$ cat src/capture_pkg.sv
package capture_pkg;
  // Avalon word index of each register (byte address = 4 * index)
  localparam logic [2:0] IDX_CON1_LO = 3'h0;
  localparam logic [2:0] IDX_CON2_LO = 3'h1;
  localparam logic [2:0] IDX_BUF_LO = 3'h2;
  localparam logic [2:0] IDX_CON1_HI = 3'h3;
  localparam logic [2:0] IDX_CON2_HI = 3'h4;
  localparam logic [2:0] IDX_BUF_HI = 3'h5;
  localparam int unsigned ADDR_W = 5;
  localparam int unsigned DATA_W = 32;
  localparam int unsigned CNT_W = 16;
  localparam int unsigned NUM_TB = 8;
  localparam int unsigned NUM_SRC = 32;
  localparam int unsigned FIFO_DEPTH = 4;
  // First control register fields
  localparam int unsigned C1_MODE_LSB = 0;
  localparam int unsigned C1_BNE_BIT = 3;
  localparam int unsigned C1_OVF_BIT = 4;
  localparam int unsigned C1_IRATE_LSB = 5;
  localparam int unsigned C1_TBSEL_LSB = 10;
  localparam logic [15:0] C1_WMASK = 16'h1C77;
  localparam logic [15:0] C1_RESET = 16'h0000;
  // Second control register fields
  localparam int unsigned C2_SSEL_LSB = 0;
  localparam int unsigned C2_TSTAT_BIT = 6;
  localparam int unsigned C2_TRIG_BIT = 7;
  localparam int unsigned C2_CASC_BIT = 8;
  localparam logic [15:0] C2_WMASK = 16'h019F;
  localparam logic [15:0] C2_RESET = 16'h0000;
  // Capture mode codes
  localparam logic [2:0] MODE_OFF = 3'h0;
  localparam logic [2:0] MODE_EDGE = 3'h1;
  localparam logic [2:0] MODE_RISE = 3'h3;
  localparam logic [2:0] MODE_RISE4 = 3'h4;
  localparam logic [2:0] MODE_RISE16 = 3'h5;
  localparam logic [3:0] PRESC4_LAST = 4'h3;
  localparam logic [3:0] PRESC16_LAST = 4'hF;
  localparam logic [15:0] CNT_MAX = 16'hFFFF;
  localparam logic [2:0] FIFO_FULL = 3'h4;
endpackage : capture_pkg

$ cat src/input_capture_pair.sv
`timescale 1ns/1ps
// Function
// - Capture the timer value on rising edges or on every pin transition.
// - Rising-edge capture can be every edge, every fourth or every sixteenth.
// - Interrupt-rate field picks events per interrupt, apart from prescaling.
// - Not-empty flag shows FIFO holds data; clears itself when drained.
// - Five-bit source select; zero means no sync or trigger source.
// - Timebase select field picks which timer clock is captured.
// - Trigger bit picks trigger mode; software clears armed status first.
// - Mode field selects capture mode; writing it starts capture.
// - Cascade bit set in both channels, even first, enables 32-bit pairing.
// - In cascade the even channel ignores its own trigger bit.
// - In cascade the odd channel's interrupt rate governs the pair.
// - In cascade the odd channel's trigger bit and mode govern the pair.
// - Cascaded sync pair stays in reset until the sync source is enabled.
// - Capture starts only when timebase and sync source are enabled.
// - Cascaded value: low half in odd buffer, high half in even buffer.
// - Channels run alone with 16-bit counts; only the pair may cascade.
// - In cascade a wrap of the low count increments the high count.
module input_capture_pair (
  // Clock and reset
  input wire logic core_clk_i,
  input wire logic sys_rst_i,
  // Avalon-MM slave
  input wire logic [capture_pkg::ADDR_W-1:0] avs_address_i,
  input wire logic avs_read_i,
  input wire logic avs_write_i,
  input wire logic [capture_pkg::DATA_W-1:0] avs_writedata_i,
  input wire logic [3:0] avs_byteenable_i,
  output logic [capture_pkg::DATA_W-1:0] avs_readdata_o,
  output logic avs_waitrequest_o,
  // Capture pins, index 0 odd (low) channel, 1 even (high)
  input wire logic [1:0] capture_input_pin_i,
  // Timebases and sync or trigger sources
  input wire logic [capture_pkg::NUM_TB-1:0] tb_tick_i,
  input wire logic [capture_pkg::NUM_TB-1:0] tb_enable_i,
  input wire logic [capture_pkg::NUM_SRC-1:0] sync_event_i,
  input wire logic [capture_pkg::NUM_SRC-1:0] sync_enable_i,
  // Capture event per channel, one-cycle pulse
  output logic [1:0] capture_event_o
);
  import capture_pkg::*;

  logic ack_ff;
  logic [DATA_W-1:0] rdata_ff;
  logic [2:0] widx;
  logic casc;
  logic wrap0;
  logic [15:0] con1_ff [2];
  logic [15:0] con2_ff [2];
  logic [15:0] cnt_ff [2];
  logic [15:0] mem_ff [2][FIFO_DEPTH];
  logic [1:0] wp_ff [2];
  logic [1:0] rp_ff [2];
  logic [2:0] fcnt_ff [2];
  logic [3:0] pc_ff [2];
  logic [1:0] icnt_ff [2];
  logic [2:0] syn_ff [2];
  logic [1:0] ovf_ff;
  logic [1:0] tst_ff;
  logic [1:0] ev_ff;
  logic [1:0] run;
  logic [1:0] evt;
  logic [1:0] cap;
  logic [1:0] inc;
  logic [1:0] gate;
  logic [1:0] trig_c;
  logic [1:0] sync_hit;
  logic [1:0] bne;
  logic [1:0] push;
  logic [1:0] pop;
  logic [1:0] wr_c1;
  logic [1:0] wr_c2;
  logic [2:0] mode_c [2];
  logic [1:0] irate_c [2];
  logic [4:0] ssel [2];
  logic [2:0] tsel [2];

  function automatic logic [15:0] merge(input logic [15:0] old, input logic [15:0] wd,
                                        input logic [3:0] be, input logic [15:0] mask);
    logic [15:0] m;
    m = mask & {{8{be[1]}}, {8{be[0]}}};
    merge = (old & ~m) | (wd & m);
  endfunction : merge

  // Bus slave: one wait cycle, then the access is taken
  assign widx = avs_address_i[4:2];
  assign avs_waitrequest_o = (avs_read_i | avs_write_i) & ~ack_ff;
  assign avs_readdata_o = rdata_ff;

  always_ff @(posedge core_clk_i) begin
    if (sys_rst_i) begin
      ack_ff <= 1'b0;
    end else begin
      ack_ff <= (avs_read_i | avs_write_i) & ~ack_ff;
    end
  end

  // Read data is sampled during the wait cycle; unmapped words read zero
  always_ff @(posedge core_clk_i) begin
    if (sys_rst_i) begin
      rdata_ff <= '0;
    end else if (avs_read_i && !ack_ff) begin
      unique case (widx)
        IDX_CON1_LO: rdata_ff <= {16'h0000, con1_ff[0] | 16'({ovf_ff[0], bne[0]}) << C1_BNE_BIT};
        IDX_CON2_LO: rdata_ff <= {16'h0000, con2_ff[0] | 16'(tst_ff[0]) << C2_TSTAT_BIT};
        IDX_BUF_LO: rdata_ff <= {16'h0000, mem_ff[0][rp_ff[0]]};
        IDX_CON1_HI: rdata_ff <= {16'h0000, con1_ff[1] | 16'({ovf_ff[1], bne[1]}) << C1_BNE_BIT};
        IDX_CON2_HI: rdata_ff <= {16'h0000, con2_ff[1] | 16'(tst_ff[1]) << C2_TSTAT_BIT};
        IDX_BUF_HI: rdata_ff <= {16'h0000, mem_ff[1][rp_ff[1]]};
        default: rdata_ff <= '0;
      endcase
    end
  end

  assign wr_c1[0] = ack_ff & avs_write_i & (widx == IDX_CON1_LO);
  assign wr_c1[1] = ack_ff & avs_write_i & (widx == IDX_CON1_HI);
  assign wr_c2[0] = ack_ff & avs_write_i & (widx == IDX_CON2_LO);
  assign wr_c2[1] = ack_ff & avs_write_i & (widx == IDX_CON2_HI);
  assign pop[0] = ack_ff & avs_read_i & (widx == IDX_BUF_LO) & bne[0];
  assign pop[1] = ack_ff & avs_read_i & (widx == IDX_BUF_HI) & bne[1];

  // Pairing needs both cascade bits, so a half-set pair keeps running alone
  assign casc = con2_ff[0][C2_CASC_BIT] & con2_ff[1][C2_CASC_BIT];
  assign wrap0 = inc[0] & (cnt_ff[0] == CNT_MAX);

  for (genvar i = 0; i < 2; i++) begin : g_ch
    assign ssel[i] = con2_ff[i][C2_SSEL_LSB +: 5];
    assign tsel[i] = con1_ff[i][C1_TBSEL_LSB +: 3];
    assign mode_c[i] = casc ? con1_ff[0][C1_MODE_LSB +: 3] : con1_ff[i][C1_MODE_LSB +: 3];
    assign trig_c[i] = casc ? con2_ff[0][C2_TRIG_BIT] : con2_ff[i][C2_TRIG_BIT];
    assign irate_c[i] = casc ? con1_ff[0][C1_IRATE_LSB +: 2] : con1_ff[i][C1_IRATE_LSB +: 2];
    assign sync_hit[i] = (ssel[i] != 5'h00) & sync_event_i[ssel[i]];
    // Disabled source holds the count at zero, which is the cascaded reset hold
    assign run[i] = (mode_c[i] != MODE_OFF) & tb_enable_i[tsel[i]] &
                    ((ssel[i] == 5'h00) | sync_enable_i[ssel[i]]);
    assign gate[i] = trig_c[i] ? (casc ? tst_ff[0] : tst_ff[i]) : 1'b1;
    if (i == 0) begin : g_lo
      assign inc[i] = tb_tick_i[tsel[i]] & gate[i];
    end else begin : g_hi
      assign inc[i] = casc ? wrap0 : tb_tick_i[tsel[i]] & gate[i];
    end
    assign bne[i] = fcnt_ff[i] != 3'h0;
    assign push[i] = cap[i] & (fcnt_ff[i] != FIFO_FULL);

    always_ff @(posedge core_clk_i) begin
      if (sys_rst_i) begin
        con1_ff[i] <= C1_RESET;
      end else if (wr_c1[i]) begin
        con1_ff[i] <= merge(con1_ff[i], avs_writedata_i[15:0], avs_byteenable_i, C1_WMASK & ~16'h0018);
      end
    end

    always_ff @(posedge core_clk_i) begin
      if (sys_rst_i) begin
        con2_ff[i] <= C2_RESET;
      end else if (wr_c2[i]) begin
        con2_ff[i] <= merge(con2_ff[i], avs_writedata_i[15:0], avs_byteenable_i, C2_WMASK & ~16'h0040);
      end
    end

    // Armed status: a trigger in the clearing cycle wins
    always_ff @(posedge core_clk_i) begin
      if (sys_rst_i) begin
        tst_ff[i] <= 1'b0;
      end else if (trig_c[i] && run[i] && sync_hit[i]) begin
        tst_ff[i] <= 1'b1;
      end else if (wr_c2[i] && avs_byteenable_i[0] && !avs_writedata_i[C2_TSTAT_BIT]) begin
        tst_ff[i] <= 1'b0;
      end
    end

    always_ff @(posedge core_clk_i) begin
      if (sys_rst_i) begin
        cnt_ff[i] <= '0;
      end else if (!run[i]) begin
        cnt_ff[i] <= '0;
      end else if (!trig_c[i] && sync_hit[i]) begin
        cnt_ff[i] <= '0;
      end else if (inc[i]) begin
        cnt_ff[i] <= cnt_ff[i] + 16'h0001;
      end
    end

    // Two-stage synchroniser then an edge stage
    always_ff @(posedge core_clk_i) begin
      if (sys_rst_i) begin
        syn_ff[i] <= 3'h0;
      end else begin
        syn_ff[i] <= {syn_ff[i][1:0], capture_input_pin_i[i]};
      end
    end

    always_ff @(posedge core_clk_i) begin
      if (sys_rst_i) begin
        pc_ff[i] <= '0;
      end else if (!run[i] || wr_c1[i]) begin
        pc_ff[i] <= '0;
      end else if (syn_ff[i][1] && !syn_ff[i][2]) begin
        if ((mode_c[i] == MODE_RISE4 && pc_ff[i] == PRESC4_LAST) ||
            (mode_c[i] == MODE_RISE16 && pc_ff[i] == PRESC16_LAST)) begin
          pc_ff[i] <= '0;
        end else begin
          pc_ff[i] <= pc_ff[i] + 4'h1;
        end
      end
    end

    always_comb begin
      evt[i] = 1'b0;
      if (run[i]) begin
        unique case (mode_c[i])
          MODE_EDGE: evt[i] = syn_ff[i][1] ^ syn_ff[i][2];
          MODE_RISE: evt[i] = syn_ff[i][1] & ~syn_ff[i][2];
          MODE_RISE4: evt[i] = syn_ff[i][1] & ~syn_ff[i][2] & (pc_ff[i] == PRESC4_LAST);
          MODE_RISE16: evt[i] = syn_ff[i][1] & ~syn_ff[i][2] & (pc_ff[i] == PRESC16_LAST);
          default: evt[i] = 1'b0;
        endcase
      end
    end

    // Cascaded pair captures on the odd channel's pin and mode together
    assign cap[i] = (casc ? evt[0] : evt[i]) & run[i];

    always_ff @(posedge core_clk_i) begin
      if (sys_rst_i) begin
        wp_ff[i] <= '0;
      end else if (push[i]) begin
        mem_ff[i][wp_ff[i]] <= cnt_ff[i];
        wp_ff[i] <= wp_ff[i] + 2'h1;
      end
    end

    always_ff @(posedge core_clk_i) begin
      if (sys_rst_i) begin
        rp_ff[i] <= '0;
      end else if (pop[i]) begin
        rp_ff[i] <= rp_ff[i] + 2'h1;
      end
    end

    always_ff @(posedge core_clk_i) begin
      if (sys_rst_i) begin
        fcnt_ff[i] <= '0;
      end else if (push[i] && !pop[i]) begin
        fcnt_ff[i] <= fcnt_ff[i] + 3'h1;
      end else if (pop[i] && !push[i]) begin
        fcnt_ff[i] <= fcnt_ff[i] - 3'h1;
      end
    end

    // Full FIFO drops the new capture and flags it; a new event wins over clear
    always_ff @(posedge core_clk_i) begin
      if (sys_rst_i) begin
        ovf_ff[i] <= 1'b0;
      end else if (cap[i] && !push[i]) begin
        ovf_ff[i] <= 1'b1;
      end else if (wr_c1[i] && avs_byteenable_i[0] && !avs_writedata_i[C1_OVF_BIT]) begin
        ovf_ff[i] <= 1'b0;
      end
    end

    always_ff @(posedge core_clk_i) begin
      if (sys_rst_i) begin
        icnt_ff[i] <= '0;
        ev_ff[i] <= 1'b0;
      end else begin
        ev_ff[i] <= 1'b0;
        if (wr_c1[i] || !run[i]) begin
          icnt_ff[i] <= '0;
        end else if (cap[i]) begin
          if (icnt_ff[i] == irate_c[i]) begin
            icnt_ff[i] <= '0;
            ev_ff[i] <= (i == 0) || !casc;
          end else begin
            icnt_ff[i] <= icnt_ff[i] + 2'h1;
          end
        end
      end
    end
  end

  assign capture_event_o = ev_ff;
endmodule : input_capture_pair

$ cat config.mk
export PLATFORM = sky130hd
export DESIGN_NAME = input_capture_pair
export DESIGN_NICKNAME = d
export VERILOG_FILES = /design/src/capture_pkg.sv /design/src/input_capture_pair.sv
export SDC_FILE = /design/constraint.sdc
export NUM_CORES = 1
export LEC_CHECK = 0
export BUFFER_PORTS_ARGS = -buffer_cell sky130_fd_sc_hd__clkbuf_2
export CORE_UTILIZATION = 25
export DETAILED_ROUTE_END_ITERATION = 10
export GPL_ROUTABILITY_DRIVEN = 0
export SLEW_MARGIN = 40
export SYNTH_ARGS = -nofsm -noshare
export SYNTH_HDL_FRONTEND = slang
export SYNTH_SLANG_ARGS = --single-unit
$ cat constraint.sdc
create_clock -name core_clk_i -period 9.89 [get_ports core_clk_i]
set_clock_uncertainty 0.15 [all_clocks]
set_input_delay 0 -clock core_clk_i [delete_from_list [all_inputs] [get_ports core_clk_i]]
set_output_delay 0 -clock core_clk_i [all_outputs]
set_load 0.005 [all_outputs]
### Word-level counts from Yosys, hierarchy flattened

Memory sizes are Yosys's and may differ from the RTL's.
Index checks and enable logic that the tools add are counted.

| word-level totals | value |
|---|---|
| register bits | 39 |
| output and inout bits | 35 |
| input port bits | 127 |
| memories kept | 10 |
| word-level logic and storage cells | 410 |
| RAM bits | 256 |

Memories:

| memory | words | bits a word | rd ports | clocked after memory_dff | wr ports | RTL line | RTL |
|---|---|---|---|---|---|---|---|
| mem_ff | 2 | 64 | 2 | 0 | 2 | input_capture_pair.sv:52 | `logic [15:0] mem_ff [2][FIFO_DEPTH];` |
| cnt_ff | 2 | 16 | 2 | 0 | 2 | input_capture_pair.sv:51 | `logic [15:0] cnt_ff [2];` |
| con1_ff | 2 | 16 | 2 | 0 | 2 | input_capture_pair.sv:49 | `logic [15:0] con1_ff [2];` |
| con2_ff | 2 | 16 | 2 | 0 | 2 | input_capture_pair.sv:50 | `logic [15:0] con2_ff [2];` |
| pc_ff | 2 | 4 | 2 | 0 | 2 | input_capture_pair.sv:56 | `logic [3:0] pc_ff [2];` |
| fcnt_ff | 2 | 3 | 2 | 0 | 2 | input_capture_pair.sv:55 | `logic [2:0] fcnt_ff [2];` |
| +4 memories | n/a | n/a | n/a | n/a | n/a | n/a |  |

| operators by class | value |
|---|---|
| add/sub/neg operators | 14 |
| bitwise logic cells | 93 |
| reduce and logical (&&, ||, !) cells | 61 |
| magnitude comparators | 10 |
| equality and inequality tests | 22 |
| multiplexer cells | 192 |

Operators by type and width:

| operator | number |
|---|---|
| 2-to-1 mux 16 bit | 16 |
| 2-to-1 mux 1 bit | 135 |
| 2-to-1 mux 64 bit | 2 |
| one-hot mux 16 bit (6 select lines) | 1 |
| AND 16 bit | 4 |
| binary-select mux 16 bit (select 2 bit) | 2 |
| demux 16 bit (select 2 bit) | 2 |
| bitwise OR 16 bit | 4 |
| bitwise OR 1 bit | 35 |
| adder 16 x 1 -> 16 bit, second input constant | 2 |
| bitwise OR 16 x 5 -> 16 bit | 2 |
| bitwise OR 16 x 7 -> 16 bit | 2 |
| AND 1 bit | 31 |
| logical AND 1 bit | 29 |
| 2-to-1 mux 4 bit | 6 |
| 2-to-1 mux 2 bit | 11 |
| 2-to-1 mux 3 bit | 7 |
| binary-select mux 1 bit (select 5 bit) | 4 |
| equality test 3 bit, second input constant | 6 |
| AND 16 x 13 -> 16 bit | 1 |
| AND 16 x 9 -> 16 bit | 1 |
| equality test 16 bit, second input constant | 1 |
| NOT 13 -> 16 bit | 1 |
| NOT 9 -> 16 bit | 1 |
| other kinds (27) | 86 |

### Logic depth before layout (Yosys ltp)

An unclocked memory read counts as a cell.

| logic depth | value |
|---|---|
| depth after elaboration | 17 |
| depth in mapped cells | 15 |
| mapped depth without buffers | 14 |

### Least setup slack after synthesis

OpenSTA, ideal clock, no wires.

| path | value |
|---|---|
| path type | reg2reg |
| from | mem con2_ff[1][0] |
| to | mem mem_ff[0][100] (netlist bit), enable pin |
| clock period less this slack | 3.444 ns |
| slack | 6.446 ns |
| setup time | 0.387 ns |
| buffers on the path | 4 |
| stages on the path, launching flop included | 11 |
| data required time | 9.353 ns |
| arrival | 2.907 ns |
| cell sequence | edfxtp_1 -> buf_6 -> buf_12 -> buf_12 -> nor4_4 -> nor2_2 -> a311o_2 -> a211oi_4 -> nand2_2 -> buf_6 -> nor3b_2 |

RTL lines:

| what | RTL line |
|---|---|
| start, declared | input_capture_pair.sv:50 |
| end, declared | input_capture_pair.sv:52 |

==> report_table.html <==
<table>
<tr><th>Metric</th><th>Value</th></tr>
<tr><th colspan="2">Global route</th></tr>
<tr><td>Antenna violations before repair</td><td>4</td></tr>
<tr><td>Met3 GRT Util</td><td>0.0240</td></tr>
<tr><td>Total global routing overflow</td><td>0</td></tr>
<tr><td>Most heavily used metal layer in global routing</td><td>met2</td></tr>
<tr><td>Number of global-route vias before repair</td><td>8,268</td></tr>
<tr><td>GRT Resource Usage Total</td><td>0.125</td></tr>
<tr><td>Met1 Resource Use GR</td><td>0.170</td></tr>
<tr><td>Met2 GRT Util</td><td>0.205</td></tr>
<tr><td>Wire length of the first global-routing pass</td><td>49,400 um</td></tr>
<tr><td>Pin count of the biggest net entering global routing</td><td>64</td></tr>
<tr><th colspan="2">Synthesis</th></tr>
<tr><td>Number of synthesized flops with an enable pin</td><td>216</td></tr>
<tr><td>Top_reg_cell synth</td><td>sky130_fd_sc_hd__edfxtp_1</td></tr>
<tr><td>Share of flip-flops with an asynchronous set or reset</td><td>0</td></tr>
<tr><td>Most numerous cell in the Yosys netlist</td><td>sky130_fd_sc_hd__edfxtp_1</td></tr>
<tr><td>Syn Inst Count</td><td>971</td></tr>
<tr><td>Sequential fraction of the synthesis area</td><td>0.556</td></tr>
<tr><td>Fraction of post-synthesis cell area in the top cell type by area</td><td>0.510</td></tr>
<tr><td>Leading area contributor after synthesis</td><td>sky130_fd_sc_hd__edfxtp_1</td></tr>
<tr><td>Synth top cells by count</td><td>sky130_fd_sc_hd__edfxtp_1, sky130_fd_sc_hd__nor2_1, sky130_fd_sc_hd__mux4_2</td></tr>
<tr><td>Average instance area after synthesis</td><td>13.1 um2</td></tr>
<tr><td>Biggest area contributors in the synthesized netlist</td><td>sky130_fd_sc_hd__edfxtp_1, sky130_fd_sc_hd__mux4_2, sky130_fd_sc_hd__dfxtp_1</td></tr>
<tr><td>Mapped Area</td><td>0.0127 mm2</td></tr>
<tr><td>Syn. warnings</td><td>0</td></tr>
<tr><td>Number of flip-flops and latches in the synthesized netlist</td><td>245</td></tr>
<tr><td>Count of unique library cells instantiated by Yosys</td><td>67</td></tr>
<tr><th colspan="2">Setup path</th></tr>
<tr><td>Kind of critical path</td><td>reg -&gt; reg</td></tr>
<tr><td>Delay contributed by the slowest stage of the critical path</td><td>0.88 ns</td></tr>
<tr><td>Path length in cells of the critical path</td><td>12</td></tr>
<tr><td>Crit path buffers/inverters</td><td>0</td></tr>
<tr><td>Endpoint of the most critical register-to-register path</td><td>fcnt_ff[1][2]</td></tr>
<tr><td>Element type at the critical path start</td><td>register</td></tr>
<tr><td>Worst setup slack for register-to-register paths</td><td>5.79 ns</td></tr>
<tr><td>Element type at the critical path end</td><td>register</td></tr>
<tr><td>Beginning of the worst register-to-register path</td><td>con2_ff[0][1]</td></tr>
<tr><td>Most repeated library cell on the critical path</td><td>sky130_fd_sc_hd__nand2_1</td></tr>
<tr><td>Kind of cell adding the most delay to the critical path</td><td>compound AO/OA/AOI/OAI gates</td></tr>
<tr><td>Required time of the worst setup path</td><td>10.11 ns</td></tr>
<tr><td>Highest-delay cell along the critical path</td><td>sky130_fd_sc_hd__edfxtp_1</td></tr>
<tr><td>Arrival time of the worst setup path</td><td>4.32 ns</td></tr>
<tr><td>Cells along the critical path</td><td>mux4_2 -&gt; mux2i_1 -&gt; o221ai_1 -&gt; nand3_1 -&gt; a211oi_4 -&gt; nand2_2 -&gt; nand2_1 -&gt; fa_1 -&gt; xor2_1 -&gt; nand2_1 -&gt; a21o_1 -&gt; o31ai_4</td></tr>
<tr><td>Maximum fanout along the worst path</td><td>18</td></tr>
<tr><td>Reg2Reg Depth</td><td>12</td></tr>
<tr><th colspan="2">Min path</th></tr>
<tr><td>HP Class</td><td>in -&gt; reg</td></tr>
<tr><td>Hold_sp</td><td>avs_address_i[4]</td></tr>
<tr><td>Cells on Worst Hold Path</td><td>4</td></tr>
<tr><td>Hold Path End</td><td>tst_ff[1]</td></tr>
<tr><th colspan="2">Clocking</th></tr>
<tr><td>TritonCTS clock tree</td><td>yes</td></tr>
<tr><td>Post-CTS Hold Buffers</td><td>22</td></tr>
<tr><td>Clock Root Buffer</td><td>sky130_fd_sc_hd__clkbuf_16</td></tr>
<tr><td>Clock latency of the later-clocked register in the worst-skew pair</td><td>0.54 ns</td></tr>
<tr><td>Maximum count of clock buffers along a single path</td><td>3</td></tr>
<tr><td>Setup Fix Bufs, Post-CTS</td><td>0</td></tr>
<tr><td>CTS sink count</td><td>245</td></tr>
<tr><td>Cells resized by post-CTS repair</td><td>0</td></tr>
<tr><td>Number of H-tree branching levels</td><td>1</td></tr>
<tr><td>CTS buffer count</td><td>27</td></tr>
<tr><td>Clock slew seen by the registers of the worst setup and hold paths</td><td>0.06 ns</td></tr>
<tr><th colspan="2">STA</th></tr>
<tr><td>Final TNS setup</td><td>0 ns</td></tr>
<tr><td>Final worst hold slack</td><td>0.0619 ns</td></tr>
<tr><td>Final count of negative-setup-slack endpoints</td><td>0</td></tr>
<tr><td>Transition at the pin with the smallest max-transition slack</td><td>0.820 ns</td></tr>
<tr><td>Final Critical Period</td><td>4.10 ns</td></tr>
<tr><td>Max-Slew Margin vs Limit</td><td>0.454</td></tr>
<tr><td>Post-route clock period utilization</td><td>0.415</td></tr>
<tr><td>Setup repair after global routing missed its margin</td><td>no</td></tr>
<tr><td>Endpoints failing hold</td><td>0</td></tr>
<tr><td>Number of max-slew violations in the final report</td><td>0</td></tr>
<tr><td>Maximum operating frequency</td><td>244 MHz</td></tr>
<tr><th colspan="2">Drt</th></tr>
<tr><td>Wire length after detailed routing</td><td>32,800 um</td></tr>
<tr><td>Count of vias placed by the detailed router</td><td>8,503</td></tr>
<tr><td>Pre-antenna DRT Iters</td><td>5</td></tr>
<tr><td>Via density per instance</td><td>4.73</td></tr>
<tr><td>First DRT Iteration DRCs</td><td>666</td></tr>
<tr><td>Antenna-violating nets left</td><td>0</td></tr>
<tr><td>WL/cell</td><td>18.2 um</td></tr>
<tr><td>Number of remaining DRC errors</td><td>0</td></tr>
<tr><th colspan="2">Pwr</th></tr>
<tr><td>Pwr dens</td><td>160 mW/mm2</td></tr>
<tr><td>Leak pwr</td><td>5.22 nW</td></tr>
<tr><td>Worst-case vdd ir drop</td><td>0.106 mV</td></tr>
<tr><td>Overall power</td><td>2.41 mW</td></tr>
<tr><th colspan="2">Finish</th></tr>
<tr><td>Filler cell count in the final layout</td><td>5,019</td></tr>
<tr><td>Final core utilization</td><td>0.302</td></tr>
<tr><td>Layout overhead on the synthesized area</td><td>19.1%</td></tr>
<tr><td>Share of post-route cells with drive strength above 1</td><td>0.250</td></tr>
<tr><td>Fin nets</td><td>1,251</td></tr>
<tr><td>Filler-free cell count of the finished design</td><td>1,799</td></tr>
<tr><th colspan="2">Job</th></tr>
<tr><td>Max-cap violations</td><td>0</td></tr>
<tr><th colspan="2">Floorplan</th></tr>
<tr><td>Core box area</td><td>0.0502 mm2</td></tr>
<tr><td>Number of I/O pins</td><td>162</td></tr>
<tr><td>X dimension of the die</td><td>227 um</td></tr>
<tr><td>Std cell rows</td><td>82</td></tr>
<tr><td>Die boundary height</td><td>227 um</td></tr>
<tr><td>Starting density of the core</td><td>0.253</td></tr>
<tr><td>Die ar.</td><td>0.0517 mm2</td></tr>
<tr><th colspan="2">Outcome</th></tr>
<tr><td>Outcome</td><td>completed</td></tr>
<tr><th colspan="2">Placement</th></tr>
<tr><td>Port Buffers</td><td>121</td></tr>
<tr><td>HPWL after DPL</td><td>24,000 um</td></tr>
<tr><td># placed instances</td><td>1,726</td></tr>
</table>
==> cells in the final DEF (no fill, tap or decap), types with 11 or more instances in the layout <==
cell type,synthesis,layout
sky130_fd_sc_hd__edfxtp_1,216,216
sky130_fd_sc_hd__clkbuf_2,0,121
sky130_fd_sc_hd__nor2_1,97,96
sky130_fd_sc_hd__mux4_2,54,54
sky130_fd_sc_hd__nand2_1,53,53
sky130_fd_sc_hd__nand2b_1,48,48
sky130_fd_sc_hd__a21oi_1,41,41
sky130_fd_sc_hd__mux2i_1,33,33
sky130_fd_sc_hd__o21ai_0,29,29
sky130_fd_sc_hd__dfxtp_1,29,29
sky130_fd_sc_hd__nand3_1,27,27
sky130_fd_sc_hd__clkbuf_16,0,27
sky130_fd_sc_hd__xnor2_1,26,26
sky130_fd_sc_hd__nor3_1,24,24
sky130_fd_sc_hd__inv_1,22,22
sky130_fd_sc_hd__dlygate4sd3_1,0,22
sky130_fd_sc_hd__ha_1,17,17
sky130_fd_sc_hd__mux2_2,16,16
sky130_fd_sc_hd__conb_1,1,16
sky130_fd_sc_hd__nor2b_1,16,15
sky130_fd_sc_hd__xor2_1,15,15
sky130_fd_sc_hd__a221oi_1,11,11
sky130_fd_sc_hd__a22oi_1,11,11
sky130_fd_sc_hd__buf_4,18,11
==> per-layer routing <==
| metal | vias to the layer above | wire length [um] |
|---|---|---|
| met5 | - | 13 |
| met4 | 2 | 628 |
| met3 | 42 | 2070 |
| met2 | 265 | 15200 |
| met1 | 4266 | 14900 |
| li1 | 3928 | - |
==> worst max-delay path by stage <==
stage                             start              to  slack (ns)
after floorplan           con2_ff[1][0]  mem_ff[0][100]        6.45
after global placement    con2_ff[0][1]   mem_ff[0][94]        5.70
after detailed placement  con2_ff[1][0]   fcnt_ff[1][2]        5.78
after CTS                 con2_ff[1][0]   fcnt_ff[1][2]        5.78
after global routing      con2_ff[0][1]   fcnt_ff[1][2]        5.55
final                     con2_ff[0][1]   fcnt_ff[1][2]        5.79
==> cells by family after synthesis <==
logic type      share of synthesized area
simple gates                        0.132
flops                               0.556
compound gates                     0.0712
mux                                 0.155
buf+inv                            0.0383
xor+xnor                           0.0283
fa+ha+maj                          0.0183
other cells                      0.000295
==> state kept, by name (all words and copies together), names as in the netlist <==
register	flops
wp_ff	4
pc_ff	8
con2_ff	14
cnt_ff	32
rp_ff	4
mem_ff	128
icnt_ff	4
tst_ff	2
avs_readdata_o	16
syn_ff	6
ack_ff	1
capture_event_o	2
con1_ff	16
fcnt_ff	6
ovf_ff	2
==> where the power goes <==
group	switching, mW	internal, mW	leakage, nW
Sequential	0.0348	1.15	2.40
Clock	0.405	0.613	0.433
Combinational	0.116	0.0958	2.38
Total	0.555	1.86	5.22
==> cell type report <==
class	count	area [um2]	area share
Tap cell	672	841	0.0556
Clock inverter	15	184	0.0122
Timing Repair Buffer	160	980	0.0648
Clock buffer	34	712	0.0471
Antenna cell	1	2.50	0.000165
Sequential cell	245	7070	0.467
Inverter	24	90.1	0.00596
Multi-Input combinational cell	648	5250	0.347
==> through the flow <==
| step | setup slack [ns] | cell area, um2 |
|---|---|---|
| CTS | 5.78 | 15100 |
| global placement | 5.70 | 13900 |
| floorplan | 6.45 | 12800 |
| global route | 5.55 | 15100 |
| finish | 5.79 | 15100 |
| detailed placement | 5.78 | 14000 |
==> tightest hold or removal path, stage by stage <==
cell and delay (ns):
sky130_fd_sc_hd__clkbuf_2 0.29, sky130_fd_sc_hd__nand4_1 0.21, sky130_fd_sc_hd__nor3b_1 0.07, sky130_fd_sc_hd__o32ai_1 0.12
No activity file was read; power rests on OpenSTA's default activity.
